===== src/pkg/bicfg_params.svh =====
// Function
// - Outbound image posted-write enable makes processor writes posted.
// - Outbound image address-space select picks PCI memory or I/O cycles.
// - Outbound prefetch-read enable turns processor reads into PCI burst reads.
// - Outbound translation applies only while the image translation enable is 1.
// - Outbound block size sets image size and count of replaced upper lines.
// - Outbound translation address bits 31..16 replace upper PCI address bits.
// - No PCI master transaction starts before bus master enable is set.
// - Standard config registers by config or memory; device registers memory only. Here standard config registers answer config cycles only.
// - Standard config registers answer right after reset without programming.
// - Memory cycles claimed only with memory enable and image selecting memory.
// - Programmable base places a 4K register window in PCI memory space.
// - I/O cycles claimed only with I/O enable and image selecting I/O.
// - Two inbound images; each decodes only while its enable is set.
// - Inbound posted-write enable makes PCI writes posted, finished locally later.
// - Inbound prefetch enable serves burst reads prefetched by prefetch count.
// - Per-image burst-write enable with global four-beat enable allows local bursts.
// - Inbound endian invert flips the global byte order for that image.
// - Inbound block size sets image size and replaced upper address lines.
// - Inbound address-space select chooses memory or I/O cycles to answer.
// - Per-image transfer code is driven during local cycles of that image.
// - Per-image destination port size sizes the local-bus cycles.
// - Inbound base bits 31..16 set monitored range; translation gives local upper bits.
`ifndef BICFG_PARAMS_SVH
`define BICFG_PARAMS_SVH

`define BICFG_ASEL_MEM 1'b0
`define BICFG_ASEL_IO 1'b1
`define BICFG_WIN_LSB 12
`define BICFG_IMG_LSB 16
`define BICFG_CFG_STD_TOP 8'h3f
`define BICFG_RST_OFF 1'b0
`define BICFG_RST_ADDR 32'h0000_0000
`define BICFG_RST_CNT 6'h00

`endif


===== src/pkg/bicfg_pkg.sv =====
`default_nettype none
package bicfg_pkg;

  // Kind of cycle that a PCI initiator presents to the target side.
  typedef enum logic [1:0] {
    BICFG_SPACE_MEM = 2'h0,
    BICFG_SPACE_IO = 2'h1,
    BICFG_SPACE_CFG = 2'h2
  } bicfg_space_type;

  // Programming of one outbound (processor to PCI) image.
  typedef struct packed {
    logic posted_write_enable;
    logic address_space_select;
    logic prefetch_read_enable;
    logic translation_enable;
    logic [3:0] image_block_size;
    logic [15:0] translation_address;
  } bicfg_out_img_type;

  // Programming of one inbound (PCI to local) image.
  typedef struct packed {
    logic image_enable;
    logic posted_write_enable;
    logic prefetch_read_enable;
    logic burst_write_enable;
    logic endian_invert;
    logic address_space_select;
    logic [3:0] image_block_size;
    logic [3:0] transfer_code;
    logic [1:0] destination_port_size;
    logic [15:0] base_address;
    logic [15:0] translation_address;
    logic [5:0] prefetch_count;
  } bicfg_in_img_type;

  // Global enables shared by both directions.
  typedef struct packed {
    logic bus_master_enable;
    logic memory_space_enable;
    logic io_space_enable;
    logic global_byte_order;
    logic burst_4_enable;
    logic [19:0] register_window_base_reg;
  } bicfg_global_type;

  // Cycle description handed to the PCI master engine.
  typedef struct packed {
    logic [31:0] address;
    logic write;
    logic io_cycle;
    logic burst_read;
    logic posted;
  } bicfg_pci_cyc_type;

  // Cycle description handed to the local-bus master engine.
  typedef struct packed {
    logic [31:0] address;
    logic image;
    logic write;
    logic posted;
    logic prefetch;
    logic [5:0] prefetch_count;
    logic local_burst;
    logic byte_order;
    logic [3:0] transfer_code;
    logic [1:0] destination_port_size;
  } bicfg_loc_cyc_type;

  // Upper-half mask of an image: set bits are compared and replaced.
  function automatic logic [15:0] size_mask(input logic [3:0] bs);
    size_mask = 16'hffff << bs;
  endfunction

  // Replaces the masked upper bits, keeping the offset inside the image.
  function automatic logic [31:0] xlate(input logic [31:0] a, input logic [15:0] ta, input logic [3:0] bs);
    logic [15:0] m;
    m = size_mask(bs);
    xlate = {(a[31:16] & ~m) | (ta & m), a[15:0]};
  endfunction

endpackage
`default_nettype wire


===== src/logic/bicfg_in_match.sv =====
`timescale 1ns/1ps
`default_nettype none
`include "bicfg_params.svh"

module bicfg_in_match (
  input wire logic [31:0] addr, // PCI address.
  input wire bicfg_pkg::bicfg_space_type space, // Cycle space.
  input wire logic mem_en, // Global memory space enable.
  input wire logic io_en, // Global I/O space enable.
  input wire bicfg_pkg::bicfg_in_img_type img, // Image programming.
  output logic hit, // Image claims the cycle.
  output logic [31:0] local_addr // Translated local address.
);

  logic [15:0] mask;
  logic range_hit;

  // Compare only the bits above the block size against the base.
  always_comb begin
    mask = bicfg_pkg::size_mask(img.image_block_size);
    range_hit = ((addr[31:16] ^ img.base_address) & mask) == 16'h0000;
  end

  // A disabled image never claims; space must agree with both global and image selects.
  always_comb begin
    hit = 1'b0;
    if (img.image_enable && range_hit) begin
      if (space == bicfg_pkg::BICFG_SPACE_MEM) begin
        hit = mem_en && (img.address_space_select == `BICFG_ASEL_MEM);
      end else if (space == bicfg_pkg::BICFG_SPACE_IO) begin
        hit = io_en && (img.address_space_select == `BICFG_ASEL_IO);
      end
    end
  end

  // Offset bits below the block size pass through untouched.
  always_comb begin
    local_addr = bicfg_pkg::xlate(addr, img.translation_address, img.image_block_size);
  end

endmodule
`default_nettype wire


===== src/logic/bicfg_out_xlate.sv =====
`timescale 1ns/1ps
`default_nettype none
`include "bicfg_params.svh"

module bicfg_out_xlate (
  input wire logic [31:0] addr, // Processor address.
  input wire logic write, // High for a processor write.
  input wire bicfg_pkg::bicfg_out_img_type img, // Image programming.
  output logic [31:0] pci_addr, // Address to drive on PCI.
  output logic io_cycle, // High for an I/O space cycle.
  output logic burst_read, // High for a prefetching burst read.
  output logic posted // High for a posted write.
);

  // Translation is skipped entirely when disabled, so the image is a plain window.
  always_comb begin
    pci_addr = img.translation_enable ? bicfg_pkg::xlate(addr, img.translation_address,
                                                         img.image_block_size) : addr;
    io_cycle = (img.address_space_select == `BICFG_ASEL_IO);
    burst_read = !write && img.prefetch_read_enable;
    posted = write && img.posted_write_enable;
  end

endmodule
`default_nettype wire


===== src/logic/bicfg_top.sv =====
`timescale 1ns/1ps
`default_nettype none
`include "bicfg_params.svh"

module bicfg_top #(
  parameter int NUM_IMAGES = 2 // Images per direction.
) (
  input wire logic clk_sys, // System clock, 40 MHz.
  input wire logic reset_n, // Asynchronous active-low reset.
  input wire bicfg_pkg::bicfg_global_type glb, // Global enables and window base.
  input wire bicfg_pkg::bicfg_out_img_type out_img0, // Outbound image 0 programming.
  input wire bicfg_pkg::bicfg_out_img_type out_img1, // Outbound image 1 programming.
  input wire bicfg_pkg::bicfg_in_img_type in_img0, // Inbound image 0 programming.
  input wire bicfg_pkg::bicfg_in_img_type in_img1, // Inbound image 1 programming.
  input wire logic proc_valid, // Processor request strobe.
  input wire logic proc_image, // Outbound image addressed.
  input wire logic [31:0] proc_addr, // Processor address.
  input wire logic proc_write, // Processor write.
  output logic pci_valid_ff, // One-cycle PCI cycle request.
  output bicfg_pkg::bicfg_pci_cyc_type pci_cyc_ff, // PCI cycle description.
  output logic proc_refused_ff, // One-cycle refusal, master disabled.
  input wire logic tgt_valid, // PCI target request strobe.
  input wire bicfg_pkg::bicfg_space_type tgt_space, // Space of the PCI cycle.
  input wire logic [31:0] tgt_addr, // PCI address.
  input wire logic tgt_write, // PCI write.
  output logic tgt_done_ff, // One-cycle decode answer.
  output logic tgt_claim_ff, // Cycle claimed.
  output logic tgt_cfg_reg_ff, // Claimed as standard config register.
  output logic tgt_dev_reg_ff, // Claimed as device register.
  output logic [11:0] tgt_reg_offset_ff, // Register offset within window.
  output logic loc_valid_ff, // One-cycle local cycle request.
  output bicfg_pkg::bicfg_loc_cyc_type loc_cyc_ff // Local cycle description.
);

  // The logic below is written for exactly two images in each direction.
  // Any other count is refused at elaboration rather than left to misbehave.
  if (NUM_IMAGES != 2) begin : g_bad_images
    $error("bicfg_top serves exactly two images per direction.");
  end

  logic rst_meta_ff;
  logic rst_sync_ff;

  // Reset enters asynchronously but is released cleanly on the clock.
  always_ff @(posedge clk_sys or negedge reset_n) begin
    if (!reset_n) begin
      rst_meta_ff <= 1'b0;
      rst_sync_ff <= 1'b0;
    end else begin
      rst_meta_ff <= 1'b1;
      rst_sync_ff <= rst_meta_ff;
    end
  end

  // Outbound path: pick the image, then let the translator shape the PCI cycle.
  bicfg_pkg::bicfg_out_img_type out_sel;
  logic [31:0] out_addr;
  logic out_io;
  logic out_burst;
  logic out_posted;

  always_comb begin
    out_sel = proc_image ? out_img1 : out_img0;
  end

  bicfg_out_xlate u_out_xlate (
    .addr(proc_addr),
    .write(proc_write),
    .img(out_sel),
    .pci_addr(out_addr),
    .io_cycle(out_io),
    .burst_read(out_burst),
    .posted(out_posted)
  );

  bicfg_pkg::bicfg_pci_cyc_type nxt_pci_cyc;
  logic nxt_pci_valid;
  logic nxt_refused;

  // A request with mastering disabled is answered by a refusal, never a PCI cycle.
  always_comb begin
    nxt_pci_valid = proc_valid && glb.bus_master_enable;
    nxt_refused = proc_valid && !glb.bus_master_enable;
    nxt_pci_cyc.address = out_addr;
    nxt_pci_cyc.write = proc_write;
    nxt_pci_cyc.io_cycle = out_io;
    nxt_pci_cyc.burst_read = out_burst;
    nxt_pci_cyc.posted = out_posted;
  end

  // Strobes of the outbound answer.
  always_ff @(posedge clk_sys or negedge rst_sync_ff) begin
    if (!rst_sync_ff) begin
      pci_valid_ff <= `BICFG_RST_OFF;
      proc_refused_ff <= `BICFG_RST_OFF;
    end else begin
      pci_valid_ff <= nxt_pci_valid;
      proc_refused_ff <= nxt_refused;
    end
  end

  // The cycle description is held until the next accepted request.
  always_ff @(posedge clk_sys or negedge rst_sync_ff) begin
    if (!rst_sync_ff) begin
      pci_cyc_ff <= '0;
    end else if (nxt_pci_valid) begin
      pci_cyc_ff <= nxt_pci_cyc;
    end
  end

  // Inbound path: each image decodes on its own.
  logic [1:0] in_hit;
  logic [31:0] in_laddr [2];
  bicfg_pkg::bicfg_in_img_type in_imgs [2];

  always_comb begin
    in_imgs[0] = in_img0;
    in_imgs[1] = in_img1;
  end

  for (genvar g = 0; g < 2; g++) begin : g_in
    bicfg_in_match u_in_match (
      .addr(tgt_addr),
      .space(tgt_space),
      .mem_en(glb.memory_space_enable),
      .io_en(glb.io_space_enable),
      .img(in_imgs[g]),
      .hit(in_hit[g]),
      .local_addr(in_laddr[g])
    );
  end

  logic win_hit;
  logic cfg_hit;

  // The 4K register window answers memory cycles only, and only with memory enabled.
  // Standard config registers need no enable, so they answer straight out of reset.
  always_comb begin
    win_hit = (tgt_space == bicfg_pkg::BICFG_SPACE_MEM) && glb.memory_space_enable
              && (tgt_addr[31:`BICFG_WIN_LSB] == glb.register_window_base_reg);
    cfg_hit = (tgt_space == bicfg_pkg::BICFG_SPACE_CFG)
              && (tgt_addr[7:0] <= `BICFG_CFG_STD_TOP);
  end

  logic img_sel;
  logic img_hit;
  bicfg_pkg::bicfg_in_img_type isel;

  // Image 0 wins if both overlap; software should keep them apart.
  always_comb begin
    img_sel = !in_hit[0];
    img_hit = |in_hit;
    isel = img_sel ? in_img1 : in_img0;
  end

  bicfg_pkg::bicfg_loc_cyc_type nxt_loc_cyc;
  logic nxt_loc_valid;
  logic nxt_claim;
  logic nxt_dev_reg;
  logic nxt_cfg_reg;

  // The register window takes priority over an image that overlaps it.
  always_comb begin
    nxt_dev_reg = tgt_valid && win_hit;
    nxt_cfg_reg = tgt_valid && cfg_hit;
    nxt_loc_valid = tgt_valid && img_hit && !win_hit;
    nxt_claim = nxt_dev_reg || nxt_cfg_reg || nxt_loc_valid;
    nxt_loc_cyc.address = in_laddr[img_sel];
    nxt_loc_cyc.image = img_sel;
    nxt_loc_cyc.write = tgt_write;
    nxt_loc_cyc.posted = tgt_write && isel.posted_write_enable;
    nxt_loc_cyc.prefetch = !tgt_write && isel.prefetch_read_enable;
    nxt_loc_cyc.prefetch_count = isel.prefetch_read_enable ? isel.prefetch_count
                                                           : `BICFG_RST_CNT;
    nxt_loc_cyc.local_burst = tgt_write && isel.burst_write_enable && glb.burst_4_enable;
    nxt_loc_cyc.byte_order = glb.global_byte_order ^ isel.endian_invert;
    nxt_loc_cyc.transfer_code = isel.transfer_code;
    nxt_loc_cyc.destination_port_size = isel.destination_port_size;
  end

  // One-cycle strobes of the inbound answer.
  always_ff @(posedge clk_sys or negedge rst_sync_ff) begin
    if (!rst_sync_ff) begin
      tgt_done_ff <= `BICFG_RST_OFF;
      loc_valid_ff <= `BICFG_RST_OFF;
    end else begin
      tgt_done_ff <= tgt_valid;
      loc_valid_ff <= nxt_loc_valid;
    end
  end

  // Decode result of the latest target request, held until the next one.
  always_ff @(posedge clk_sys or negedge rst_sync_ff) begin
    if (!rst_sync_ff) begin
      tgt_claim_ff <= `BICFG_RST_OFF;
      tgt_cfg_reg_ff <= `BICFG_RST_OFF;
      tgt_dev_reg_ff <= `BICFG_RST_OFF;
      tgt_reg_offset_ff <= '0;
    end else if (tgt_valid) begin
      tgt_claim_ff <= nxt_claim;
      tgt_cfg_reg_ff <= nxt_cfg_reg;
      tgt_dev_reg_ff <= nxt_dev_reg;
      tgt_reg_offset_ff <= tgt_addr[`BICFG_WIN_LSB-1:0];
    end
  end

  // Local cycle description is only updated by a cycle that an image takes.
  always_ff @(posedge clk_sys or negedge rst_sync_ff) begin
    if (!rst_sync_ff) begin
      loc_cyc_ff <= '0;
    end else if (nxt_loc_valid) begin
      loc_cyc_ff <= nxt_loc_cyc;
    end
  end

endmodule
`default_nettype wire


===== config.mk =====
export PLATFORM = sky130hd
export DESIGN_NAME = bicfg_top
export DESIGN_NICKNAME = d
export VERILOG_FILES = /design/src/pkg/bicfg_pkg.sv /design/src/logic/bicfg_in_match.sv /design/src/logic/bicfg_out_xlate.sv /design/src/logic/bicfg_top.sv
export VERILOG_INCLUDE_DIRS = /design/src /design/src/pkg
export SDC_FILE = /design/constraint.sdc
export NUM_CORES = 1
export LEC_CHECK = 0
export ABC_AREA = 1
export BUFFER_PORTS_ARGS = -buffer_cell sky130_fd_sc_hd__buf_2
export CAP_MARGIN = 10
export CORE_AREA = 2 2 140 142
export CTS_CLUSTER_DIAMETER = 100
export DETAILED_ROUTE_END_ITERATION = 8
export DIE_AREA = 0 0 142 144
export HOLD_SLACK_MARGIN = 0.1
export PLACE_DENSITY = 0.69
export SETUP_SLACK_MARGIN = 0.5
export SLEW_MARGIN = 20
export SYNTH_ARGS = -nofsm -noshare
export SYNTH_HDL_FRONTEND = slang
export SYNTH_SLANG_ARGS = --single-unit

===== constraint.sdc =====
create_clock -name clk_sys -period 6.05 [get_ports clk_sys]
set_input_delay 0.605 -clock clk_sys [delete_from_list [all_inputs] [get_ports clk_sys]]
set_output_delay 0.605 -clock clk_sys [all_outputs]
set_load 0.02 [all_outputs]

==> Word level (Yosys, flattened, before mapping) <==
Index checks and enable logic that the tools add are counted.
{ "classes": {"order_cmp": 2, "n_eq_ne": 3, "shifts": 3, "mux": 13, "bitwise_logic": 20, "reduce_logical": 32} }
{ "op_table": {"columns": ["operator", "n"], "rows": [
  ["$and 16x16->16", 8],
  ["$mux 32", 4],
  ["$mux 53", 1],
  ["$not 16->16", 3],
  ["$or 16x16->16", 3],
  ["$shl 16x4->16 const A", 3],
  ["$logic_not 16->1", 2],
  ["$xor 16x16->16", 2],
  ["$mux 24", 1],
  ["$logic_and 1x1->1", 21],
  ["$eq 20x20->1", 1],
  ["$le 8x6->1 const B", 1],
  ["$mux 1", 6],
  ["$mux 6", 1],
  ["$logic_not 1->1", 5],
  ["$eq 2x1->1 const B", 1],
  ["$eq 2x2->1 const B", 1],
  ["$ge 2x2->1 const B", 1],
  ["$logic_not 2->1", 1],
  ["$logic_or 1x1->1", 2],
  ["$not 1->1", 2],
  ["$not 1->2", 1],
  ["$reduce_or 2->1", 1],
  ["$xor 1x1->1", 1]
]} }
{ "word_totals": {"register_bits": 107, "in_bits": 254, "elab_cells": 98} }

==> Longest topological paths before layout <==
Gate-level depths: netlist (run 1).
{ "logic_depth": {"word_depth": 10, "mapped_depth": 15} }

==> Modules after synthesis <==
Synthesis (run 1) repeated with hierarchy kept, for this count alone.
{ "hier_totals": {"hier_cells": 1153, "hier_area_um2": 7562.3} }
{ "by_module_without_submodules": {"columns": ["module", "instances", "cells_each", "area_each_um2", "seq_area_each_um2"], "rows": [
  ["bicfg_top", 1, 762, 5511.5, 2677.6],
  ["bicfg_in_match", 2, 131, 718.2, 0.0],
  ["bicfg_out_xlate", 1, 129, 614.3, 0.0]
]} }

==> Worst setup path after synthesis (run 1) <==
No wires, ideal clock.
{ "synth_timing": {"kind": "input to register", "startpoint": "input in_img1[47] in the netlist's numbering", "endpoint": "register loc_cyc_ff[0] in the netlist's numbering", "arrival_ns": 1.971, "path_slack_ns": 3.963, "cell_stages": 14, "path_buffers": 3, "path_cell_list": "buf_2 -> nand2_1 -> nor2_1 -> nor2_1 -> nor2_1 -> nand2_1 -> nor2_1 -> nand3_1 -> nand2_2 -> nand2_2 -> buf_6 -> buf_6 -> nand2_1 -> nand2_1"} }
{ "synth_between": {"elab_chain_cells": 8} }
{ "synth_lines": {"columns": ["item", "line", "rtl"], "rows": [
  ["start: declaration", "bicfg_top.sv:14", "input wire bicfg_pkg::bicfg_in_img_type in_img1,"],
  ["$shl 16x4->16", "bicfg_pkg.sv:72", "size_mask = 16'hffff << bs;"],
  ["$and 16x16->16", "bicfg_in_match.sv:21", "range_hit = ((addr[31:16] ^ img.base_address) & mask) == 16'h0000;"],
  ["$logic_not 16->1", "bicfg_in_match.sv:21", null],
  ["$logic_and 1x1->1", "bicfg_in_match.sv:27", "if (img.image_enable && range_hit) begin"],
  ["$mux 1", "bicfg_in_match.sv:27", null],
  ["$reduce_or 2->1", "bicfg_top.sv:152", "img_hit = |in_hit;"],
  ["$logic_and 1x1->1 (2 in series)", "bicfg_top.sv:166", "nxt_loc_valid = tgt_valid && img_hit && !win_hit;"],
  ["end signal: assignment", "bicfg_top.sv:212", "loc_cyc_ff <= nxt_loc_cyc;"],
  ["end: declaration", "bicfg_top.sv:32", "output bicfg_pkg::bicfg_loc_cyc_type loc_cyc_ff"]
]} }
No other way between the ends.
A chain may end at the register's enable or synchronous reset.

==> Final worst setup path (run 1) <==
{ "layout_timing": {"startpoint": "input in_img0[47] in the netlist's numbering", "endpoint": "register loc_cyc_ff[10] in the netlist's numbering"} }
{ "layout_between": {"elab_chain_cells": 8} }
{ "layout_lines": {"columns": ["item", "line", "rtl"], "rows": [
  ["start: declaration", "bicfg_top.sv:13", "input wire bicfg_pkg::bicfg_in_img_type in_img0,"],
  ["$shl 16x4->16 *", "bicfg_pkg.sv:72", null],
  ["$and 16x16->16 *", "bicfg_in_match.sv:21", null],
  ["$logic_not 16->1 *", "bicfg_in_match.sv:21", null],
  ["$logic_and 1x1->1 *", "bicfg_in_match.sv:27", null],
  ["$mux 1 *", "bicfg_in_match.sv:27", null],
  ["$reduce_or 2->1", "bicfg_top.sv:152", null],
  ["$logic_and 1x1->1 (2 in series)", "bicfg_top.sv:166", null]
]} }
Mark *: on every way between the ends. The rest lies on a longest branch, timed or not.

==> results by group, run 1 <==
Layout
  – P&R area growth vs syn: 34.8%
  – Non-filler cells, final: 1,514
  – Post-layout util: 45.3%
  – NumNets Final: 1,525
  – Antenna Diode Count: 0
  – Seq. cell area: 2680 um2
  – Share of layout cells above drive strength 1: 32.1%
  – Filler cells: 2,010
  – Design Area, Final: 8650 um2
  – Area of the multi-input gates: 3260 um2

Routing
  – DR DRC count: 0
  – Detailed Route WL: 23,600 um
  – Initial DRC count: 276
  – Met3 routed WL: 1820 um
  – DRT met1 WL: 9630 um
  – Antenna viol nets, final: 0
  – Drt pass-1 iters: 4
  – Vias per Instance: 4.66
  – Metal2 WL: 11,500 um
  – WL per Instance: 15.6 um
  – Uppermost layer routed: met5
  – Vias post-DR: 7,059

Outcome
  – Run status: finished clean

CTS
  – H-Tree Depth: 3
  – Clk_lat worst skew: 0.35 ns
  – Sink Count: 107
  – Setup Buffers After CTS: 0
  – Post-CTS Hold Buffers: 1
  – TritonCTS clock tree: yes
  – Clock tree buffer depth: 2
  – CTS clk-pin slew, worst paths: 0.07 ns
  – Cts bufs inserted: 9
  – CTS Root Cell: clkbuf_16
  – Post-CTS sizing: 0

Synth
  – Largest cells by area after synthesis: dfrtp_1 (42%), nand2_1 (24%), nor2_1 (5.6%)
  – Post-synth EDFFs: 0
  – Sequential share of the synthesized area: 41.7%
  – Cells after synthesis: 932
  – Commonest cells post-synth: nand2_1 (414), dfrtp_1 (107), nor2_1 (95)
  – Average cell area after synthesis: 6.88 um2
  – Syn_nets: 1,186
  – Synth Flop Type: dfrtp_1
  – Most numerous cell in the Yosys netlist: nand2_1
  – Post-synth top area cell: dfrtp_1
  – Unique masters post-synth: 40
  – Yosys top cell area share: 41.7%
  – Synthesis-stage register bit count: 107
  – Ys async rst share: 100%
  – Mapped Area: 6420 um2
  – Synthesis warning total: 0

Floorplanning
  – IO Count: 359
  – Die extent in y: 144 um
  – Die X: 142 um
  – Initial core utilization: 33.6%
  – DIE AREA: 20,400 um2
  – Row count: 51
  – Core area: 19,100 um2

Timing
  – Slew Viols, Final: 0
  – Final Hold Vio Count: 0
  – Crit share post-route: 48.6%
  – Clock Skew: 0.0101 ns
  – # setup viols final: 0
  – Min Hold Slack: 0.339 ns
  – Final worst slack: 3.11 ns
  – Headroom to the max-slew limit: 32.6%
  – Fin Setup TNS: 0 ns
  – Min cycle time layout: 2.94 ns
  – Least-Margin Pin Slew: 1.01 ns
  – Fmax: 340 MHz
  – RSZ-0062 raised after global routing: no

Placement
  – Post-detail-place hpwl: 19,200 um
  – Placed insts: 1,497
  – Input/output buffers: 358
  – Area of placed instances: 8340 um2
  – Post-Place Worst Slack: 2.72 ns
  – Routability Congestion: 0.946

Setup path
  – CP required: 6.33 ns
  – Crit Path Max Fanout: 44
  – FF-to-FF End: loc_cyc_ff[5]
  – Startpoint Class: input pin
  – Crit. End Element: register
  – Setup Crit Path Kind: input pin to register
  – Reg2reg setup slack: 4.48 ns
  – Launching point of the worst reg2reg path: rst_sync_ff
  – R2R depth: 1
  – Worst path arrival time: 3.22 ns

Pwr
  – Comb pwr share: 23.5%
  – Clock group share of total power: 33.1%
  – Int Power: 1.25 mW
  – Net Switching: 0.570 mW
  – Part of the power in registers: 43.4%
  – Power Total: 1.82 mW
  – Sw Ratio: 31.2%
  – Cell Pwr Density: 211 nW/um2
  – Leakage power total: 5.21 nW
  – Peak VDD IR: 105 uV

Global route
  – First-pass GRT wire length: 35,300 um
  – GRT Util Overall: 22.4%
  – Vias in the first global route: 6,595
  – Antenna violations before repair: 1
  – Largest net degree at the start of global routing: 60
  – Congestion Overflow GR: 0

Hold path
  – Hold Path Class: register to asynchronous set/reset pin

Run
  – Max_cap viols: 0
[cells by family after synthesis]
family | after synthesis | share of synthesized area, %
muxes | 15 | 2.50
xor gates and xnor gates | 28 | 3.82
and+or+nand+nor | 565 | 35.0
AOI/OAI and AO/OA | 107 | 9.46
DFF | 107 | 41.7
buffers and inverters | 109 | 7.43
other | 1 | 0.0584
[power by group through the flow]
stage               Sequential [mW]  Clock [mW]  Combinational [mW]
floorplan                     0.871           0               0.162
global placement              0.806           0               0.426
detailed placement            0.807           0               0.428
CTS                           0.792       0.619               0.430
global route                  0.799       0.647               0.473
finish                        0.792       0.605               0.428
[worst max path at each step]
stage                 from             end  slack (ns)  cells past startpoint
3_3_place_gp   in_img0[47]  loc_cyc_ff[11]        2.79                     12
5_1_grt        in_img0[47]  loc_cyc_ff[36]        2.80                      9
4_1_cts        in_img0[47]  loc_cyc_ff[10]        3.10                     10
3_5_place_dp   in_img0[47]  loc_cyc_ff[36]        2.72                     10
6_report       in_img0[47]  loc_cyc_ff[10]        3.11                     10
2_1_floorplan  rst_sync_ff   loc_cyc_ff[0]        2.85                      0
[critical path, stage by stage]
cell and delay, ns:
buf_2 0.21, nand2_2 0.12, or2_1 0.29, nand2_1 0.07, nand2_1 0.07, nor2_4 0.16
nand3_4 0.43, a21oi_4 0.93, nand3_1 0.19, nand2_1 0.11
[routing by layer]
metal / global-route usage (%) / vias up
met5: 0 / -
met1: 26.9 / 3155
met2: 39.0 / 280
met4: 7.79 / 2
li1: - / 3584
met3: 5.96 / 38
[cell type report]
cell class | count | area share (%)
well taps | 238 | 3.44
multi-input cells | 716 | 37.7
inverters | 75 | 3.26
flip-flops and latches | 107 | 31.0
repair buffers | 362 | 21.1
clock buffers | 10 | 2.65
clock inverters | 6 | 0.810
[layout by cell type, fill, tap and decap left out, types with 3 or more instances in the layout]
master	synthesis	layout
nand4_1	10	10
xnor2_1	4	4
or2_2	6	6
mux2i_1	7	7
inv_6	0	3
nor2_1	95	95
inv_2	3	3
xor2_1	24	24
o21ai_2	6	6
clkbuf_16	0	9
inv_1	71	71
nand2_2	4	4
buf_2	4	358
o211ai_1	9	9
nand3_1	25	25
buf_4	6	3
nand2_1	414	414
a21oi_1	12	12
o21ai_0	71	71
mux2_2	8	8
dfrtp_1	107	106
[registers in the layout (all words and copies together) (netlist names)]
register	count
pci_valid_ff	1
loc_cyc_ff	50
tgt_reg_offset_ff	12
loc_valid_ff	1
tgt_cfg_reg_ff	1
tgt_done_ff	1
tgt_claim_ff	1
rst_meta_ff	1
rst_sync_ff	1
tgt_dev_reg_ff	1
pci_cyc_ff	36
proc_refused_ff	1
Note: power is estimated with default switching activity, not from simulation.
==> run 2: changes to the inputs <==
Settings changed: PLACE_DENSITY 0.69 to 0.72.
Clock period 6.05 ns to 2.56 ns, I/O delays scaled along.
==> results by group, run 2 (synthesis results as in run 1) <==
Timing
  – Fmax: 526 MHz
  – Crit share post-route: 74.2%
  – Headroom to the max-slew limit: 58.0% (was 32.6%)
  – Final worst slack: 0.659 ns (was 3.11 ns)
  – Least-Margin Pin Slew: 0.629 ns (was 1.01 ns)
  – Fin Setup TNS: 0 ns (unchanged)
  – Final Hold Vio Count: 0 (unchanged)
  – Slew Viols, Final: 0 (unchanged)
  – # setup viols final: 0 (unchanged)
  – RSZ-0062 raised after global routing: no (unchanged)
  – Min cycle time layout: 1.90 ns
  – Clock Skew: 0.00679 ns (was 0.0101 ns)

CTS
  – Clock tree buffer depth: 2 (unchanged)
  – Setup Buffers After CTS: 0 (unchanged)
  – Sink Count: 107 (unchanged)
  – TritonCTS clock tree: yes (unchanged)
  – Clk_lat worst skew: 0.34 ns (was 0.35 ns)
  – H-Tree Depth: 3 (unchanged)
  – CTS Root Cell: clkbuf_16 (unchanged)
  – CTS clk-pin slew, worst paths: 0.07 ns (about the same)
  – Cts bufs inserted: 9 (unchanged)

Setup path
  – Worst path max stage delay: 0.54 ns (was 0.93 ns)
  – Crit-path cells: dlygate4sd3_1 -> buf_2 -> inv_1 -> nor2_1 -> inv_1 -> nor4_1 -> nor3_1 -> nor2_1 (was buf_2 -> nand2_2 -> or2_1 -> nand2_1 -> nand2_1 -> nor2_4 -> nand3_4 -> a21oi_4 -> nand3_1 -> nand2_1)
  – Crit Path Max Fanout: 24 (was 44)
  – Reg2reg setup slack: 1.63 ns (was 4.48 ns)
  – Slowest CP cell: dlygate4sd3_1 (was a21oi_4)
  – Startpoint Class: input pin (unchanged)
  – Setup Crit Path Kind: input pin to register (unchanged)
  – R2R depth: 1 (unchanged)
  – Launching point of the worst reg2reg path: rst_sync_ff (unchanged)
  – FF-to-FF End: loc_cyc_ff[25] (was loc_cyc_ff[5])
  – Worst path arrival time: 2.17 ns (was 3.22 ns)
  – Crit. End Element: register (unchanged)
  – CP required: 2.83 ns (was 6.33 ns)

Hold path
  – Hold Path Class: input pin to register (was register to asynchronous set/reset pin)
  – Worst hold stages: 3
  – HP Start: proc_addr[15]
  – Endpoint, Worst Hold: pci_cyc_ff[19]

Routing
  – Drt pass-1 iters: 5 (was 4)
  – Detailed Route WL: 24,200 um (was 23,600 um)
  – Antenna viol nets, final: 0 (unchanged)
  – DR DRC count: 0 (unchanged)
  – Initial DRC count: 307 (was 276)
  – WL per Instance: 15.7 um (was 15.6 um)
  – Vias post-DR: 7,220 (was 7,059)
  – Vias per Instance: 4.68 (was 4.66)

Layout
  – Filler cells: 1,953 (was 2,010)
  – NumNets Final: 1,553 (was 1,525)
  – Commonest non-fill, non-tap cell in the layout: nand2_1 (unchanged)
  – Most flops, register: loc_cyc_ff (unchanged)
  – Share of layout cells above drive strength 1: 32.6% (was 32.1%)
  – Regs by FF count: loc_cyc_ff (50), pci_cyc_ff (36), tgt_reg_offset_ff (12) (unchanged)
  – Most frequent cells in the layout: nand2_1 (414), buf_2 (358), dfrtp_1 (106), nor2_1 (95) (unchanged)
  – Antenna Diode Count: 0 (unchanged)
  – Non-filler cells, final: 1,542 (was 1,514)
  – Largest register FFs: 50 (unchanged)
  – P&R area growth vs syn: 39.7% (was 34.8%)
  – Post-layout util: 47.0% (was 45.3%)

Global route
  – Largest net degree at the start of global routing: 57 (was 60)
  – Congestion Overflow GR: 0 (unchanged)
  – Vias in the first global route: 6,916 (was 6,595)
  – Antenna violations before repair: 2 (was 1)
  – First-pass GRT wire length: 36,600 um (was 35,300 um)
  – GRT Util Overall: 23.2% (was 22.4%)

Placement
  – Post-Place Worst Slack: 0.282 ns (was 2.72 ns)
  – Routability Congestion: 0.978 (was 0.946)
  – Input/output buffers: 358 (unchanged)
  – Placed insts: 1,512 (was 1,497)
  – Post-detail-place hpwl: 20,100 um (was 19,200 um)

Pwr
  – Power Total: 4.45 mW (was 1.82 mW)
  – Cell Pwr Density: 496 nW/um2 (was 211 nW/um2)
  – Leakage power total: 5.37 nW (was 5.21 nW)
  – Peak VDD IR: 213 uV (was 105 uV)

Floorplanning
  – Initial core utilization: 33.6% (unchanged)
  – IO Count: 359 (unchanged)
  – Row count: 51 (unchanged)
  – Die extent in y: 144 um (unchanged)
  – Die X: 142 um (unchanged)
  – Core area: 19,100 um2 (unchanged)
  – DIE AREA: 20,400 um2 (unchanged)

Outcome
  – Run status: finished clean (unchanged)

Run
  – Max_cap viols: 0 (unchanged)
-- run 2: changes by cell type in the layout (fill, tap and decap cells not counted), sizes merged --
cell         before  now
clkinv            3    5
buf             361  376
bufinv            1    2
dlygate4sd3       1   14
clkbuf           10    9
inv              77   75
-- run 2: timing repair --
action                                 in CTS  in global routing
hold buffers                               14                  0
setup endpoints to repair                   0                  3
resized for setup                           0                  1
endpoints found under the hold margin      15                  0
-- run 2: final cells by class --
| cell class | instances | area, um2 | area share (%) |
|---|---|---|---|
| clock buffer | 9 | 225 | 2.51 |
| clock inverter | 7 | 109 | 1.21 |
| inverter | 75 | 283 | 3.16 |
| multi-input combinational | 716 | 3260 | 36.4 |
| sequential | 107 | 2680 | 29.9 |
| tap | 238 | 298 | 3.32 |
| timing repair buffer | 390 | 2100 | 23.5 |
-- run 2: critical path: cells and delay by family --
family	cells	cell delay [ns]
buffers and inverters	4	1.05
and+or+nand+nor	4	0.86
-- run 2: through the flow --
step,area [um2],hold slack [ns]
after floorplan,6420,-0.0396
after global placement,8490,0.0441
after detailed placement,8490,0.0503
after CTS,8960,0.102
after global routing,8960,0.113
final,8960,0.122
-- run 2: how the worst max path moves through the flow --
| stage | start | endpoint | slack [ns] |
|---|---|---|---|
| floorplan | rst_sync_ff | loc_cyc_ff[0] | 0.77 |
| global placement | tgt_space[0] | loc_cyc_ff[10] | 0.33 |
| detailed placement | tgt_space[0] | loc_cyc_ff[8] | 0.28 |
| CTS | tgt_space[0] | loc_cyc_ff[8] | 0.66 |
| global route | in_img0[47] | loc_cyc_ff[8] | 0.51 |
| finish | tgt_valid | tgt_claim_ff | 0.66 |
-- run 2: per-layer routing --
metal	vias to the layer above	track usage (%)	part of all wire (%)
li1	3639	-	-
met1	3245	28.0	41
met2	295	40.9	49
met3	39	5.10	6.6
met4	2	8.16	2.6
met5	-	0	0.054
-- run 2: where the power goes --
| part | leakage (nW) | internal [mW] | switching (mW) | total [mW] |
|---|---|---|---|---|
| registers | 1.40 | 1.80 | 0.0630 | 1.87 |
| logic | 3.81 | 0.413 | 0.628 | 1.04 |
| clock network | 0.164 | 0.877 | 0.663 | 1.54 |
| total | 5.37 | 3.09 | 1.35 | 4.45 |
